**src/dscrf_pkg.sv**
```systemverilog
// Constants, register map and types for the core data and address register file.
// Assumes a 32-bit APB slave view; offsets are byte addresses of aligned words.
package dscrf_pkg;
    // ----------------------------------------
    // Widths
    // ----------------------------------------
    localparam int WORD_W = 16;
    localparam int EXT_W = 4;
    localparam int ACC_W = 36;
    localparam int LONG_W = 32;
    localparam int ADDR_W = 24;
    localparam int NUM_ACC = 4;
    localparam int NUM_ADR = 9;
    localparam int IDX_W = 4;
    localparam int PADDR_W = 8;

    // ----------------------------------------
    // Register map
    // ----------------------------------------
    localparam logic [7:0] OFS_IN_HIGH = 8'h00;
    localparam logic [7:0] OFS_IN_LOW = 8'h04;
    localparam logic [7:0] OFS_IN_LONG = 8'h08;
    localparam logic [7:0] OFS_IN_SINGLE = 8'h0C;
    localparam logic [7:0] OFS_ACC_BASE = 8'h10;
    localparam logic [7:0] OFS_ACC_STRIDE = 8'h14;
    localparam logic [7:0] OFS_ADR_BASE = 8'h60;
    localparam logic [7:0] OFS_STACK_PTR = 8'h7C;
    localparam logic [7:0] OFS_STATUS = 8'h88;
    localparam logic [7:0] OFS_LAST = 8'h88;
    // Word slots inside one accumulator group
    localparam logic [2:0] SUB_EXT = 3'h0;
    localparam logic [2:0] SUB_UPR = 3'h1;
    localparam logic [2:0] SUB_LWR = 3'h2;
    localparam logic [2:0] SUB_LONG = 3'h3;
    localparam logic [2:0] SUB_FULL = 3'h4;

    // ----------------------------------------
    // Address unit slots and shadow sets
    // ----------------------------------------
    localparam logic [IDX_W-1:0] ADR_PTR3 = 4'h3;
    localparam logic [IDX_W-1:0] ADR_SECOND = 4'h7;
    localparam logic [IDX_W-1:0] ADR_MODULO = 4'h8;
    localparam logic [NUM_ADR-1:0] ADR_NARROW = 9'h180;
    localparam logic [NUM_ADR-1:0] SHADOW_BASE = 9'h143;
    localparam logic [NUM_ADR-1:0] SHADOW_EXT = 9'h1FF;

    // ----------------------------------------
    // Reset values and field positions
    // ----------------------------------------
    localparam logic [WORD_W-1:0] MODULO_LINEAR = 16'hFFFF;
    localparam logic [ADDR_W-1:0] ADR_RESET = 24'h000000;
    localparam int STAT_FI_LSB = 0;
    localparam int STAT_EXT_BIT = 2;
    localparam int STAT_MOD_BIT = 3;

    typedef enum logic [1:0] {
        FI_NORMAL = 2'b00,
        FI_PUSH = 2'b01,
        FI_ACTIVE = 2'b11
    } dscrf_fi_t;

    typedef logic [ADDR_W-1:0] dscrf_addr_t;
    typedef logic [ACC_W-1:0] dscrf_acc_t;
endpackage : dscrf_pkg

```
**src/dscrf_core_if.sv**
```systemverilog
// Carrier between the register file top and its accumulator and shadow banks.
// Assumes all parties run on pclk with the same clock enable.
`timescale 1ns/100ps
interface dscrf_core_if;
    import dscrf_pkg::*;
    logic acc_wr;
    logic [1:0] acc_sel;
    logic [2:0] acc_sub;
    logic [LONG_W-1:0] acc_wdata;
    logic acc_load;
    dscrf_acc_t acc_ldata;
    dscrf_acc_t acc_q [NUM_ACC];
    logic swap;
    dscrf_addr_t live [NUM_ADR];
    dscrf_addr_t shadow [NUM_ADR];

    modport top (output acc_wr, acc_sel, acc_sub, acc_wdata, acc_load, acc_ldata, swap, live,
        input acc_q, shadow);
    modport acc (input acc_wr, acc_sel, acc_sub, acc_wdata, acc_load, acc_ldata, output acc_q);
    modport shd (input swap, live, output shadow);
endinterface : dscrf_core_if

```
**src/dscrf_acc_bank.sv**
```systemverilog
// Four 36-bit accumulators with extension, upper, lower, long and full views.
// Assumes one write source per cycle; a datapath load outranks a register write.
`timescale 1ns/100ps
module dscrf_acc_bank (
    input wire logic pclk,
    input wire logic presetn,
    input wire logic ce,
    dscrf_core_if.acc bus
);
    import dscrf_pkg::*;

    dscrf_acc_t acc [NUM_ACC];

    // ----------------------------------------
    // Merge one view write into an accumulator
    // ----------------------------------------
    function automatic dscrf_acc_t merge(input dscrf_acc_t cur, input logic [2:0] sub,
        input logic [LONG_W-1:0] v);
        dscrf_acc_t r;
        r = cur;
        case (sub)
            SUB_EXT: r[ACC_W-1:LONG_W] = v[EXT_W-1:0];
            SUB_UPR: r[LONG_W-1:WORD_W] = v[WORD_W-1:0];
            SUB_LWR: r[WORD_W-1:0] = v[WORD_W-1:0];
            SUB_LONG: r[LONG_W-1:0] = v;
            // Full view through a 32-bit port: extension follows the sign
            SUB_FULL: r = {{EXT_W{v[LONG_W-1]}}, v};
            default: r = cur;
        endcase
        return r;
    endfunction : merge

    always_ff @(posedge pclk or negedge presetn) begin
        if (!presetn) begin
            for (int i = 0; i < NUM_ACC; i++) begin
                acc[i] <= '0;
            end
        end else if (ce) begin
            if (bus.acc_load) begin
                acc[bus.acc_sel] <= bus.acc_ldata;
            end else if (bus.acc_wr) begin
                acc[bus.acc_sel] <= merge(acc[bus.acc_sel], bus.acc_sub, bus.acc_wdata);
            end
        end
    end

    assign bus.acc_q = acc;
endmodule : dscrf_acc_bank

```
**src/dscrf_shadow.sv**
```systemverilog
// Shadow copies of the address unit registers for fast interrupt processing.
// Assumes the top swaps live values on the same swap pulse.
`timescale 1ns/100ps
module dscrf_shadow #(
    parameter logic [dscrf_pkg::NUM_ADR-1:0] SHADOW_MASK = dscrf_pkg::SHADOW_BASE
) (
    input wire logic pclk,
    input wire logic presetn,
    input wire logic ce,
    dscrf_core_if.shd bus
);
    import dscrf_pkg::*;

    dscrf_addr_t copy [NUM_ADR];

    always_ff @(posedge pclk or negedge presetn) begin
        if (!presetn) begin
            for (int i = 0; i < NUM_ADR; i++) begin
                copy[i] <= ADR_RESET;
            end
        end else if (ce && bus.swap) begin
            for (int i = 0; i < NUM_ADR; i++) begin
                if (SHADOW_MASK[i]) begin
                    copy[i] <= bus.live[i];
                end
            end
        end
    end

    assign bus.shadow = copy;
endmodule : dscrf_shadow

```
**src/dscrf_regfile.sv**
```systemverilog
// Core data and address register file with an APB register view.
// Summary of operation
// - The 32-bit input pair is two separately reachable 16-bit halves.
// - Fast interrupt entry pushes the 32-bit input pair onto the stack.
// - Each accumulator has its own 4-bit extension for bits 35 to 32.
// - Each accumulator has its own 16-bit upper part for bits 31 to 16.
// - Each accumulator has its own 16-bit lower part for bits 15 to 0.
// - Each accumulator has a 32-bit long view of its upper and lower parts.
// - There are four 36-bit accumulators made of extension, upper and lower parts.
// - Pointers 0 and 1, the offset and the modulo modifier are always shadowed.
// - The extended variant also shadows pointers 2 to 5 and the second read offset.
// - There are six 24-bit pointers, a 24-bit stack pointer and a 24-bit offset.
// - The second read offset, sign-extended, updates pointer 3 on a dual read.
// - The modulo modifier selects modulo or linear arithmetic on pointers 0 and 1.
// Assumes APB master on pclk; core strobes are one-cycle pulses qualified by ce.
//
// Decided for this implementation: the register offsets and the APB register port.
`timescale 1ns/100ps
module dscrf_regfile #(
    parameter bit EXTENDED = 1'b1
) (
    input wire logic pclk,
    input wire logic presetn,
    input wire logic ce,
    input wire logic psel,
    input wire logic penable,
    input wire logic pwrite,
    input wire logic [dscrf_pkg::PADDR_W-1:0] paddr,
    input wire logic [31:0] pwdata,
    output logic [31:0] prdata,
    output logic pready,
    output logic pslverr,
    input wire logic fi_enter,
    input wire logic fi_return,
    output logic push_valid,
    output logic [dscrf_pkg::LONG_W-1:0] push_data,
    input wire logic push_ready,
    input wire logic dual_read,
    input wire logic ptr_step,
    input wire logic ptr_sel,
    input wire logic [dscrf_pkg::ADDR_W-1:0] ptr_delta,
    input wire logic acc_load,
    input wire logic [1:0] acc_load_sel,
    input wire logic [dscrf_pkg::ACC_W-1:0] acc_load_data,
    output logic [dscrf_pkg::ADDR_W-1:0] ptr0,
    output logic [dscrf_pkg::ADDR_W-1:0] ptr1,
    output logic [dscrf_pkg::ADDR_W-1:0] ptr3,
    output logic modulo_active,
    output logic [dscrf_pkg::ACC_W-1:0] acc_first
);
    import dscrf_pkg::*;

    localparam logic [NUM_ADR-1:0] SHADOW_MASK = EXTENDED ? SHADOW_EXT : SHADOW_BASE;

    // ----------------------------------------
    // Storage
    // ----------------------------------------
    logic [WORD_W-1:0] in_high;
    logic [WORD_W-1:0] in_low;
    logic [WORD_W-1:0] in_single;
    dscrf_addr_t adr [NUM_ADR];
    dscrf_addr_t stack_pointer;
    dscrf_fi_t fi_state;
    dscrf_fi_t next_fi_state;
    logic rd_ok;
    logic swap;
    dscrf_core_if core_bus ();

    // ----------------------------------------
    // Address decode
    // ----------------------------------------
    logic in_acc;
    logic in_adr;
    logic [PADDR_W-1:0] acc_off;
    logic [1:0] acc_idx;
    logic [2:0] acc_sub;
    logic [IDX_W-1:0] adr_idx;
    logic mapped;
    logic wr_fire;

    always_comb begin
        acc_off = paddr - OFS_ACC_BASE;
        in_acc = (paddr >= OFS_ACC_BASE) && (paddr < OFS_ADR_BASE);
        // Stack pointer sits inside the slot range, so later slots skip it
        in_adr = (paddr >= OFS_ADR_BASE) && (paddr < OFS_STATUS) && (paddr != OFS_STACK_PTR);
        acc_idx = 2'(acc_off / OFS_ACC_STRIDE);
        acc_sub = 3'((acc_off % OFS_ACC_STRIDE) >> 2);
        adr_idx = IDX_W'((paddr - OFS_ADR_BASE - (paddr > OFS_STACK_PTR ? 8'h04 : 8'h00)) >> 2);
        mapped = (paddr[1:0] == 2'h0) && (paddr <= OFS_LAST);
    end

    assign wr_fire = psel && penable && pwrite && pready && mapped;

    // ----------------------------------------
    // Modulo and sign helpers
    // ----------------------------------------
    function automatic dscrf_addr_t sext16(input logic [WORD_W-1:0] v);
        return {{(ADDR_W - WORD_W){v[WORD_W-1]}}, v};
    endfunction : sext16

    // Modulus is modifier+1 in an aligned block; steps beyond it are not corrected
    function automatic dscrf_addr_t mod_add(input dscrf_addr_t p, input dscrf_addr_t st,
        input logic [WORD_W-1:0] mdf);
        dscrf_addr_t mask;
        dscrf_addr_t base;
        dscrf_addr_t m;
        logic signed [ADDR_W:0] off;
        m = {{(ADDR_W - WORD_W){1'b0}}, mdf & 16'h7FFF};
        mask = '0;
        for (int i = 0; i < ADDR_W; i++) begin
            if (mask < m) begin
                mask = {mask[ADDR_W-2:0], 1'b1};
            end
        end
        base = p & ~mask;
        off = $signed({1'b0, p & mask}) + $signed({st[ADDR_W-1], st});
        if (off > $signed({1'b0, m})) begin
            off = off - $signed({1'b0, m}) - 25'sh1;
        end else if (off < 0) begin
            off = off + $signed({1'b0, m}) + 25'sh1;
        end
        return base + off[ADDR_W-1:0];
    endfunction : mod_add

    assign modulo_active = adr[ADR_MODULO][WORD_W-1:0] != MODULO_LINEAR;

    // ----------------------------------------
    // Fast interrupt sequencing
    // ----------------------------------------
    always_comb begin
        next_fi_state = fi_state;
        swap = 1'b0;
        case (fi_state)
            FI_NORMAL: begin
                if (fi_enter) begin
                    next_fi_state = FI_PUSH;
                    swap = 1'b1;
                end
            end
            FI_PUSH: begin
                if (push_ready) begin
                    next_fi_state = FI_ACTIVE;
                end
            end
            FI_ACTIVE: begin
                if (fi_return) begin
                    next_fi_state = FI_NORMAL;
                    swap = 1'b1;
                end
            end
            default: next_fi_state = FI_NORMAL;
        endcase
    end

    always_ff @(posedge pclk or negedge presetn) begin
        if (!presetn) begin
            fi_state <= FI_NORMAL;
        end else if (ce) begin
            fi_state <= next_fi_state;
        end
    end

    // Snapshot at entry, so later writes cannot tear the pushed pair
    always_ff @(posedge pclk or negedge presetn) begin
        if (!presetn) begin
            push_data <= '0;
        end else if (ce && fi_state == FI_NORMAL && fi_enter) begin
            push_data <= {in_high, in_low};
        end
    end

    assign push_valid = fi_state == FI_PUSH;

    // ----------------------------------------
    // Input registers
    // ----------------------------------------
    always_ff @(posedge pclk or negedge presetn) begin
        if (!presetn) begin
            in_high <= '0;
            in_low <= '0;
            in_single <= '0;
        end else if (ce && wr_fire) begin
            case (paddr)
                OFS_IN_HIGH: in_high <= pwdata[WORD_W-1:0];
                OFS_IN_LOW: in_low <= pwdata[WORD_W-1:0];
                OFS_IN_LONG: begin
                    in_high <= pwdata[LONG_W-1:WORD_W];
                    in_low <= pwdata[WORD_W-1:0];
                end
                OFS_IN_SINGLE: in_single <= pwdata[WORD_W-1:0];
                default: ;
            endcase
        end
    end

    // ----------------------------------------
    // Address unit registers
    // ----------------------------------------
    always_ff @(posedge pclk or negedge presetn) begin
        if (!presetn) begin
            for (int i = 0; i < NUM_ADR; i++) begin
                adr[i] <= ADR_RESET;
            end
            adr[ADR_MODULO] <= ADDR_W'(MODULO_LINEAR);
            stack_pointer <= ADR_RESET;
        end else if (ce) begin
            if (swap) begin
                for (int i = 0; i < NUM_ADR; i++) begin
                    if (SHADOW_MASK[i]) begin
                        adr[i] <= core_bus.shadow[i];
                    end
                end
            end else begin
                if (dual_read) begin
                    adr[ADR_PTR3] <= adr[ADR_PTR3] + sext16(adr[ADR_SECOND][WORD_W-1:0]);
                end
                if (ptr_step) begin
                    if (modulo_active) begin
                        adr[ptr_sel] <= mod_add(adr[ptr_sel], ptr_delta,
                            adr[ADR_MODULO][WORD_W-1:0]);
                    end else begin
                        adr[ptr_sel] <= adr[ptr_sel] + ptr_delta;
                    end
                end
                // Software write wins over a same-cycle pointer step or dual read
                if (wr_fire && in_adr) begin
                    adr[adr_idx] <= ADR_NARROW[adr_idx]
                        ? ADDR_W'(pwdata[WORD_W-1:0])
                        : pwdata[ADDR_W-1:0];
                end
                if (wr_fire && paddr == OFS_STACK_PTR) begin
                    stack_pointer <= pwdata[ADDR_W-1:0];
                end
            end
        end
    end

    // ----------------------------------------
    // Banks
    // ----------------------------------------
    assign core_bus.acc_wr = wr_fire && in_acc;
    assign core_bus.acc_sel = acc_load ? acc_load_sel : acc_idx;
    assign core_bus.acc_sub = acc_sub;
    assign core_bus.acc_wdata = pwdata;
    assign core_bus.acc_load = acc_load;
    assign core_bus.acc_ldata = acc_load_data;
    assign core_bus.swap = swap;
    assign core_bus.live = adr;

    dscrf_acc_bank u_acc (
        .pclk(pclk),
        .presetn(presetn),
        .ce(ce),
        .bus(core_bus)
    );

    dscrf_shadow #(
        .SHADOW_MASK(SHADOW_MASK)
    ) u_shadow (
        .pclk(pclk),
        .presetn(presetn),
        .ce(ce),
        .bus(core_bus)
    );

    // ----------------------------------------
    // Read path
    // ----------------------------------------
    function automatic logic [31:0] acc_view(input dscrf_acc_t a, input logic [2:0] sub);
        case (sub)
            SUB_EXT: return {28'h0000000, a[ACC_W-1:LONG_W]};
            SUB_UPR: return {16'h0000, a[LONG_W-1:WORD_W]};
            SUB_LWR: return {16'h0000, a[WORD_W-1:0]};
            SUB_LONG: return a[LONG_W-1:0];
            // Full view reads bits 31:0; extension is read alone
            SUB_FULL: return a[LONG_W-1:0];
            default: return 32'h00000000;
        endcase
    endfunction : acc_view

    logic [31:0] rd_value;

    always_comb begin
        rd_value = 32'h00000000;
        if (in_acc) begin
            rd_value = acc_view(core_bus.acc_q[acc_idx], acc_sub);
        end else if (in_adr) begin
            rd_value = {8'h00, adr[adr_idx]};
        end else begin
            case (paddr)
                OFS_IN_HIGH: rd_value = {16'h0000, in_high};
                OFS_IN_LOW: rd_value = {16'h0000, in_low};
                OFS_IN_LONG: rd_value = {in_high, in_low};
                OFS_IN_SINGLE: rd_value = {16'h0000, in_single};
                OFS_STACK_PTR: rd_value = {8'h00, stack_pointer};
                OFS_STATUS: begin
                    rd_value[STAT_FI_LSB +: 2] = fi_state;
                    rd_value[STAT_EXT_BIT] = EXTENDED;
                    rd_value[STAT_MOD_BIT] = modulo_active;
                end
                default: ;
            endcase
        end
    end

    // Read data is captured in setup, so access needs no wait state
    always_ff @(posedge pclk or negedge presetn) begin
        if (!presetn) begin
            prdata <= '0;
            rd_ok <= 1'b0;
            pslverr <= 1'b0;
        end else if (ce) begin
            rd_ok <= psel && !(penable && pready);
            if (psel) begin
                prdata <= rd_value;
                pslverr <= !mapped || (pwrite && paddr == OFS_STATUS);
            end
        end
    end

    assign pready = ce && rd_ok;

    assign ptr0 = adr[0];
    assign ptr1 = adr[1];
    assign ptr3 = adr[ADR_PTR3];
    assign acc_first = core_bus.acc_q[0];
endmodule : dscrf_regfile

```
**config.mk**
```make
export PLATFORM = sky130hd
export DESIGN_NAME = dscrf_regfile
export DESIGN_NICKNAME = d
export VERILOG_FILES = /design/src/dscrf_pkg.sv /design/src/dscrf_core_if.sv /design/src/dscrf_acc_bank.sv /design/src/dscrf_shadow.sv /design/src/dscrf_regfile.sv
export SDC_FILE = /design/constraint.sdc
export NUM_CORES = 2
export LEC_CHECK = 0
export BUFFER_PORTS_ARGS = -buffer_cell sky130_fd_sc_hd__buf_2
export CAP_MARGIN = 20
export CORE_UTILIZATION = 50
export CTS_CLUSTER_SIZE = 40
export DETAILED_ROUTE_END_ITERATION = 12
export GPL_ROUTABILITY_DRIVEN = 1
export PLACE_DENSITY = 0.78
export SLEW_MARGIN = 10
export SYNTH_ARGS = -nofsm -noshare
export SYNTH_HDL_FRONTEND = slang
export SYNTH_SLANG_ARGS = --single-unit
```
**constraint.sdc**
```tcl
create_clock -name pclk -period 49.1 [get_ports pclk]
set_input_delay 9.82 -clock pclk [delete_from_list [all_inputs] [get_ports pclk]]
set_output_delay 9.82 -clock pclk [all_outputs]
set_load 0.005 [all_outputs]
```
Yosys cells after proc, flatten, opt, wreduce, memory -nomap -nowiden
Memory sizes are Yosys's and may differ from the RTL's.
Cells that the tools add are included.

operators by class
  reduce and logical (&&, ||, !) cells = 41
  equal/unequal tests = 16
  add/sub/neg operators = 11
  muxes and demuxes = 189
  order comparisons = 40
  divide/modulo/power cells = 2
  bitwise gates (word level) = 8

operators with widths
  operator             count
  $mux 24              135
  $mux 216             6
  $bwmux 216           3
  $lt 24x15->1         23
  $bwmux 144           2
  $mux 144             2
  $mux 36              5
  $bmux 36 s2          2
  $pmux 28 s5          1
  $pmux 32 s4          1
  $mux 16              7
  $bmux 24 s4          1
  $demux 24 s4         1
  $add 24x24->24       3
  $demux 36 s2         1
  $mux 32              2
  $pmux 16 s2          2
  $and 24x24->24       2
  $bmux 24 s2          1
  $demux 24 s2         1
  $add 25x24->25       1
  $gt 25x16->1         1
  $lt 25x1->1 const B  1
  $add 24x16->24       1
  other kinds (60)     102

word-level totals
  word-level logic and storage cells = 339
  register bits = 716
  bits in read-only memories = 16
  memories kept = 1

memories
  memory            words  width  rd ports  clocked after memory_dff  write ports  line                  source
  (name not given)  16     1      1         0                         0            dscrf_regfile.sv:227  adr[adr_idx] <= ADR_NARROW[adr_idx]

Depth between registers and ports, before layout
  word-level depth = 163
  gate-level depth with buffers = 313
  mapped depth without buffers = 280

Hierarchy
Synthesis repeated with hierarchy kept, for this count alone.

unflattened totals
  cells, all modules = 6019
  area, all modules = 54220.8 um2

by module, submodules not included
  module          area each (um2)  instances  cells an instance
  dscrf_regfile   38936.1          1          4906
  dscrf_shadow    8055.2           1          456
  dscrf_acc_bank  7229.4           1          657

Worst setup path before layout
No wires, ideal clock.

  kind = register -> register
  start point = register adr[5] in the netlist's numbering
  end point = register adr (netlist bit ptr0[18])
  path buffers = 45
  path slack = -5190 ps
  library setup time = 126 ps
  required time = 48974 ps
  arrival = 54164 ps
  period minus slack after synthesis = 54290 ps
  stages on the path, launching flop included = 297
  path through = dfstp_2 buf_2 nor4_1 nand3_4 nor2b_4 inv_4 nor2_4 inv_2 buf_2 ha_1 o21ai_0 a2111oi_0 nand2_1 o21ai_0 nand2_1 ha_1 o211ai_1 and2_1 (+261 left out) o21ai_0 a21boi_0 o21ai_0 a21boi_0 o21ai_0 a21boi_0 o21ai_0 a21boi_0 o21ai_0 a21boi_0 o21ai_0 a21boi_0 nor4_1 nor2_1 a21oi_1 xor2_1 a21oi_1 a221o_1

between the ends
  word-level cells in the longest chain between the ends = 163

ends and longest elaborated chain
  item                              line                  source
  start: declaration                dscrf_regfile.sv:61   dscrf_addr_t adr [NUM_ADR];
  start signal: indexed assignment  dscrf_regfile.sv:204  adr[ADR_MODULO] <= ADDR_W'(MODULO_LINEAR);
  start signal: indexed assignment  dscrf_regfile.sv:210  adr[i] <= core_bus.shadow[i];
  start signal: indexed assignment  dscrf_regfile.sv:215  adr[ADR_PTR3] <= adr[ADR_PTR3] + sext16(adr[ADR_SECOND][WORD_W-1:0]);
  $lt 1x15->1                       dscrf_regfile.sv:111  if (mask < m) begin
  $mux 1                            dscrf_regfile.sv:111
  $mux 24                           dscrf_regfile.sv:218  if (modulo_active) begin
  $mux 24                           dscrf_regfile.sv:217  if (ptr_step) begin
  $mux 24                           dscrf_regfile.sv:207  if (swap) begin
  $mux 24                           dscrf_regfile.sv:206  end else if (ce) begin
  $lt 24x15->1                      dscrf_regfile.sv:111
  $mux 24                           dscrf_regfile.sv:111
  (+147 left out)                   -
  $bwmux 216                        dscrf_regfile.sv:219  adr[ptr_sel] <= mod_add(adr[ptr_sel], ptr_delta,
  $mux 216 (*)                      dscrf_regfile.sv:218
  $mux 216 (*)                      dscrf_regfile.sv:217
  $mux 216 (*)                      dscrf_regfile.sv:207
  $mux 216 (*)                      dscrf_regfile.sv:206
  $bwmux 216                        dscrf_regfile.sv:227
  $mux 216 (*)                      dscrf_regfile.sv:226  if (wr_fire && in_adr) begin
  $mux 216 (*)                      dscrf_regfile.sv:207

Every way passes the cells marked *; elsewhere a longest branch is shown, timed or not. The select of a mux whose other input is x is not followed.
A chain may end at the register's enable or synchronous reset.

Worst setup path after layout
  start point = register adr[14] in the netlist's numbering
  end point = register adr (netlist bit ptr1[23])

Same word-level chain as after synthesis.

==> summary.md <==
| Metric | Value |
|---|---|
| Relative slew slack | `15.2%` |
| Clock slew at reported path FFs | `0.07 ns` |
| Crit path DAT | `48.00 ns` |
| Global-route wire length before repair | `307000 µm` |
| Required time of the critical path | `49.63 ns` |
| Hold path depth | `2` |
| Synth Cell Area | `53900 µm²` |
| Sequential share of the synthesized area | `33.3%` |
| Buf/Inv on CP | `33` |
| Tcrit/Tclk final | `96.7%` |
| Placed inst area | `59600 µm²` |
| Count of clock tree sinks | `716` |
| CP peak stage delay | `0.44 ns` |
| Synth Flop Type | `dfrtp_1` |
| Die Span Y | `330 µm` |
| Setup violations, final | `0` |
| Critical path endpoint category | `flop` |
| FFs w/ async S/R, synth | `100%` |
| Setup crit start kind | `flop` |
| CTS tree | `yes` |
| Synth cell count leaders | `dfrtp_1 (700), nand2_1 (638), o21ai_0 (465)` |
| Crit path depth | `270` |
| Period minus WS final | `47.47 ns` |
| Hold Crit Class | `flop to flop` |
| Hold Crit Endpoint | `prdata[31]` |
| Critical Path Most Common Cell | `ha_1` |
| Setup CP Type | `flop to flop` |
| Nets@finish | `7066` |
| Synth area leaders | `dfrtp_1 (33%), mux2_2 (9.0%), ha_1 (8.3%)` |
| Count of different cell masters after synthesis | `122` |
| Hold Crit Start | `prdata[31]` |
| Worst-skew pair later-pin latency | `0.64 ns` |
| Final hold slack | `0.480 ns` |
| Final wirelength | `207000 µm` |
| CTS Buf Count | `69` |
| Row cnt | `120` |
| Hpwl dp | `146000 µm` |
| Layout Area Growth over Synthesis | `19.8%` |
| Worst slew pin tran | `1.27 ns` |
| Reg2Reg Depth | `270` |
| Met2 wire length | `93700 µm` |
| Avg Cell Area, Syn | `8.89 µm²` |
| CTS root buf | `clkbuf_16` |
| R2R Path End | `ptr1[23]` |
| Remaining antenna violation count | `0` |
| Syn. warnings | `0` |
| Overall Global Routing Usage | `36.5%` |
| Setup TNS | `0 ns` |
| Fin worst setup slack | `1.63 ns` |
| Routed wl met3 | `20900 µm` |
| Detailed-route wire length per cell | `25.7 µm` |
| PortBufs | `290` |
| Drc violations | `0` |
| Post-synth EDFFs | `0` |
| Max Freq | `0.0211 GHz` |
| Clk_skew | `0.0230 ns` |
| Proportion of layout cells with a drive suffix above 1 | `29.4%` |
| Max-cap violations | `0` |
| Setup slack at placement | `-1.28 ns` |
| Cts hold-fix bufs | `0` |
| CP Max Fanout | `29` |
| Initial antenna violation count | `13` |
| Starting Density | `50.4%` |
| Final Hold Viols | `0` |
| Clk buf depth | `3` |
| Critical-path top delay cell | `or3_4` |
| # fillers | `8973` |
| Avg Vias per Cell | `6.61` |
| Total number of vias | `53200` |
| Unrepaired setup endpoints after global routing | `true` |
| Count leader, synth | `dfrtp_1` |
| Grt ovf | `0` |
| Routability Congestion | `1.03` |
| R2R Setup Slk | `1.63 ns` |
| Die Wd | `330 µm` |
| Vias in the first global route | `50400` |
| Area leader, netlist | `dfrtp_1` |
| Die area | `109000 µm²` |
| Top Ports | `291` |
| Core Area | `107000 µm²` |
| Cell area after layout | `64500 µm²` |
| Status | `completed` |
| Final Max Tran Viols | `0` |
| H-tree depth | `3` |
| Delay-heaviest family, CP | `compound AO/OA/AOI/OAI gates` |
| Sum of routed wire segments on met1 | `77700 µm` |
| Synth Register Bits | `716` |
| Area share of the largest cell type after synthesis | `32.5%` |
| First-pass DRT Iterations | `7` |
| Launching point of the worst reg2reg path | `adr[14]` |
| Largest net degree at the start of global routing | `192` |
| Post-synthesis cell count | `6062` |
| Top sig layer | `met5` |
| Detailed Route Iter0 Violations | `6125` |
[flip-flops by register name (all words and copies together), names as in the netlist]
| name | cells |
|---|---|
| u_shadow.bus.shadow | 216 |
| adr | 144 |
| u_acc.bus.acc_q | 144 |
| prdata | 32 |
| push_data | 32 |
| ptr0 | 24 |
| ptr1 | 24 |
| ptr3 | 24 |
| stack_pointer | 24 |
| in_high | 16 |
| in_low | 16 |
| in_single | 16 |
| fi_state | 2 |
| pslverr | 1 |
| rd_ok | 1 |
[tightest hold or removal path, delay by kind of cell, from the launching register on]
family | cells | cell delay, ns
AOI/OAI and AO/OA | 1 | 0.06
DFF | 1 | 0.34
and+or+nand+nor | 1 | 0.05
[routing by layer]
layer	GRT usage [%]	vias up
li1	-	23400
met1	46.6	25900
met2	56.9	3159
met3	7.03	743
met4	22.8	4
met5	0	-
[through the flow]
stage / utilization [%] / instances
after floorplan: - / 6069
after global placement: 55.8 / 7831
after detailed placement: 55.8 / 7831
after CTS: 58.2 / 7959
after global routing: 60.4 / 8053
final: 60.4 / 8053
[kinds of logic after synthesis]
logic type      count (synthesis)  synth area share [%]
compound gates               1928                  23.4
simple gates                 1652                  13.7
flops                         716                  33.3
buf+inv                       690                  5.65
mux                           611                  13.8
fa+ha+maj                     362                  8.49
xor+xnor                      102                  1.66
other cells                     1               0.00696
[timing repair]
action                                 in CTS  in global routing
pin swaps                                   6                151
endpoints found under the hold margin       0                  0
setup endpoints to repair                  32                 48
buffers inserted                            6                 79
gates resized for setup                    35                359
cloned                                      0                  2
[placed cells by master, fill, tap and decap left out, types with 106 or more instances in the layout]
cell,instances
a21oi_1,407
a22oi_1,144
buf_2,288
buf_4,617
dfrtp_1,700
ha_1,344
inv_1,179
mux2_2,431
mux2i_1,106
nand2_1,623
nor2_1,427
nor3_1,128
o21ai_0,414
o22ai_1,107
[worst max path at each step]
stage | startpoint | endpoint | slack [ns]
floorplan | adr[12] | ptr0[18] | 0.02
global placement | adr[5] | ptr1[22] | -0.48
detailed placement | adr[5] | ptr1[22] | -1.28
CTS | adr[5] | ptr1[23] | 0.01
global route | adr[14] | ptr1[20] | -0.82
finish | adr[14] | ptr1[23] | 1.63
[final cells by class]
| class | count | area, µm² | share of cell area (%) |
|---|---|---|---|
| multi-input combinational | 4664 | 35000 | 54.2 |
| sequential | 716 | 17900 | 27.8 |
| timing repair buffer | 943 | 6680 | 10.4 |
| clock buffer | 100 | 2050 | 3.17 |
| tap | 1403 | 1760 | 2.72 |
| inverter | 195 | 737 | 1.14 |
| clock inverter | 22 | 345 | 0.535 |
| antenna | 10 | 25.0 | 0.0388 |
Power is not shown: default switching activity piles up to over one toggle a cycle in this logic, so the estimate is an artifact.
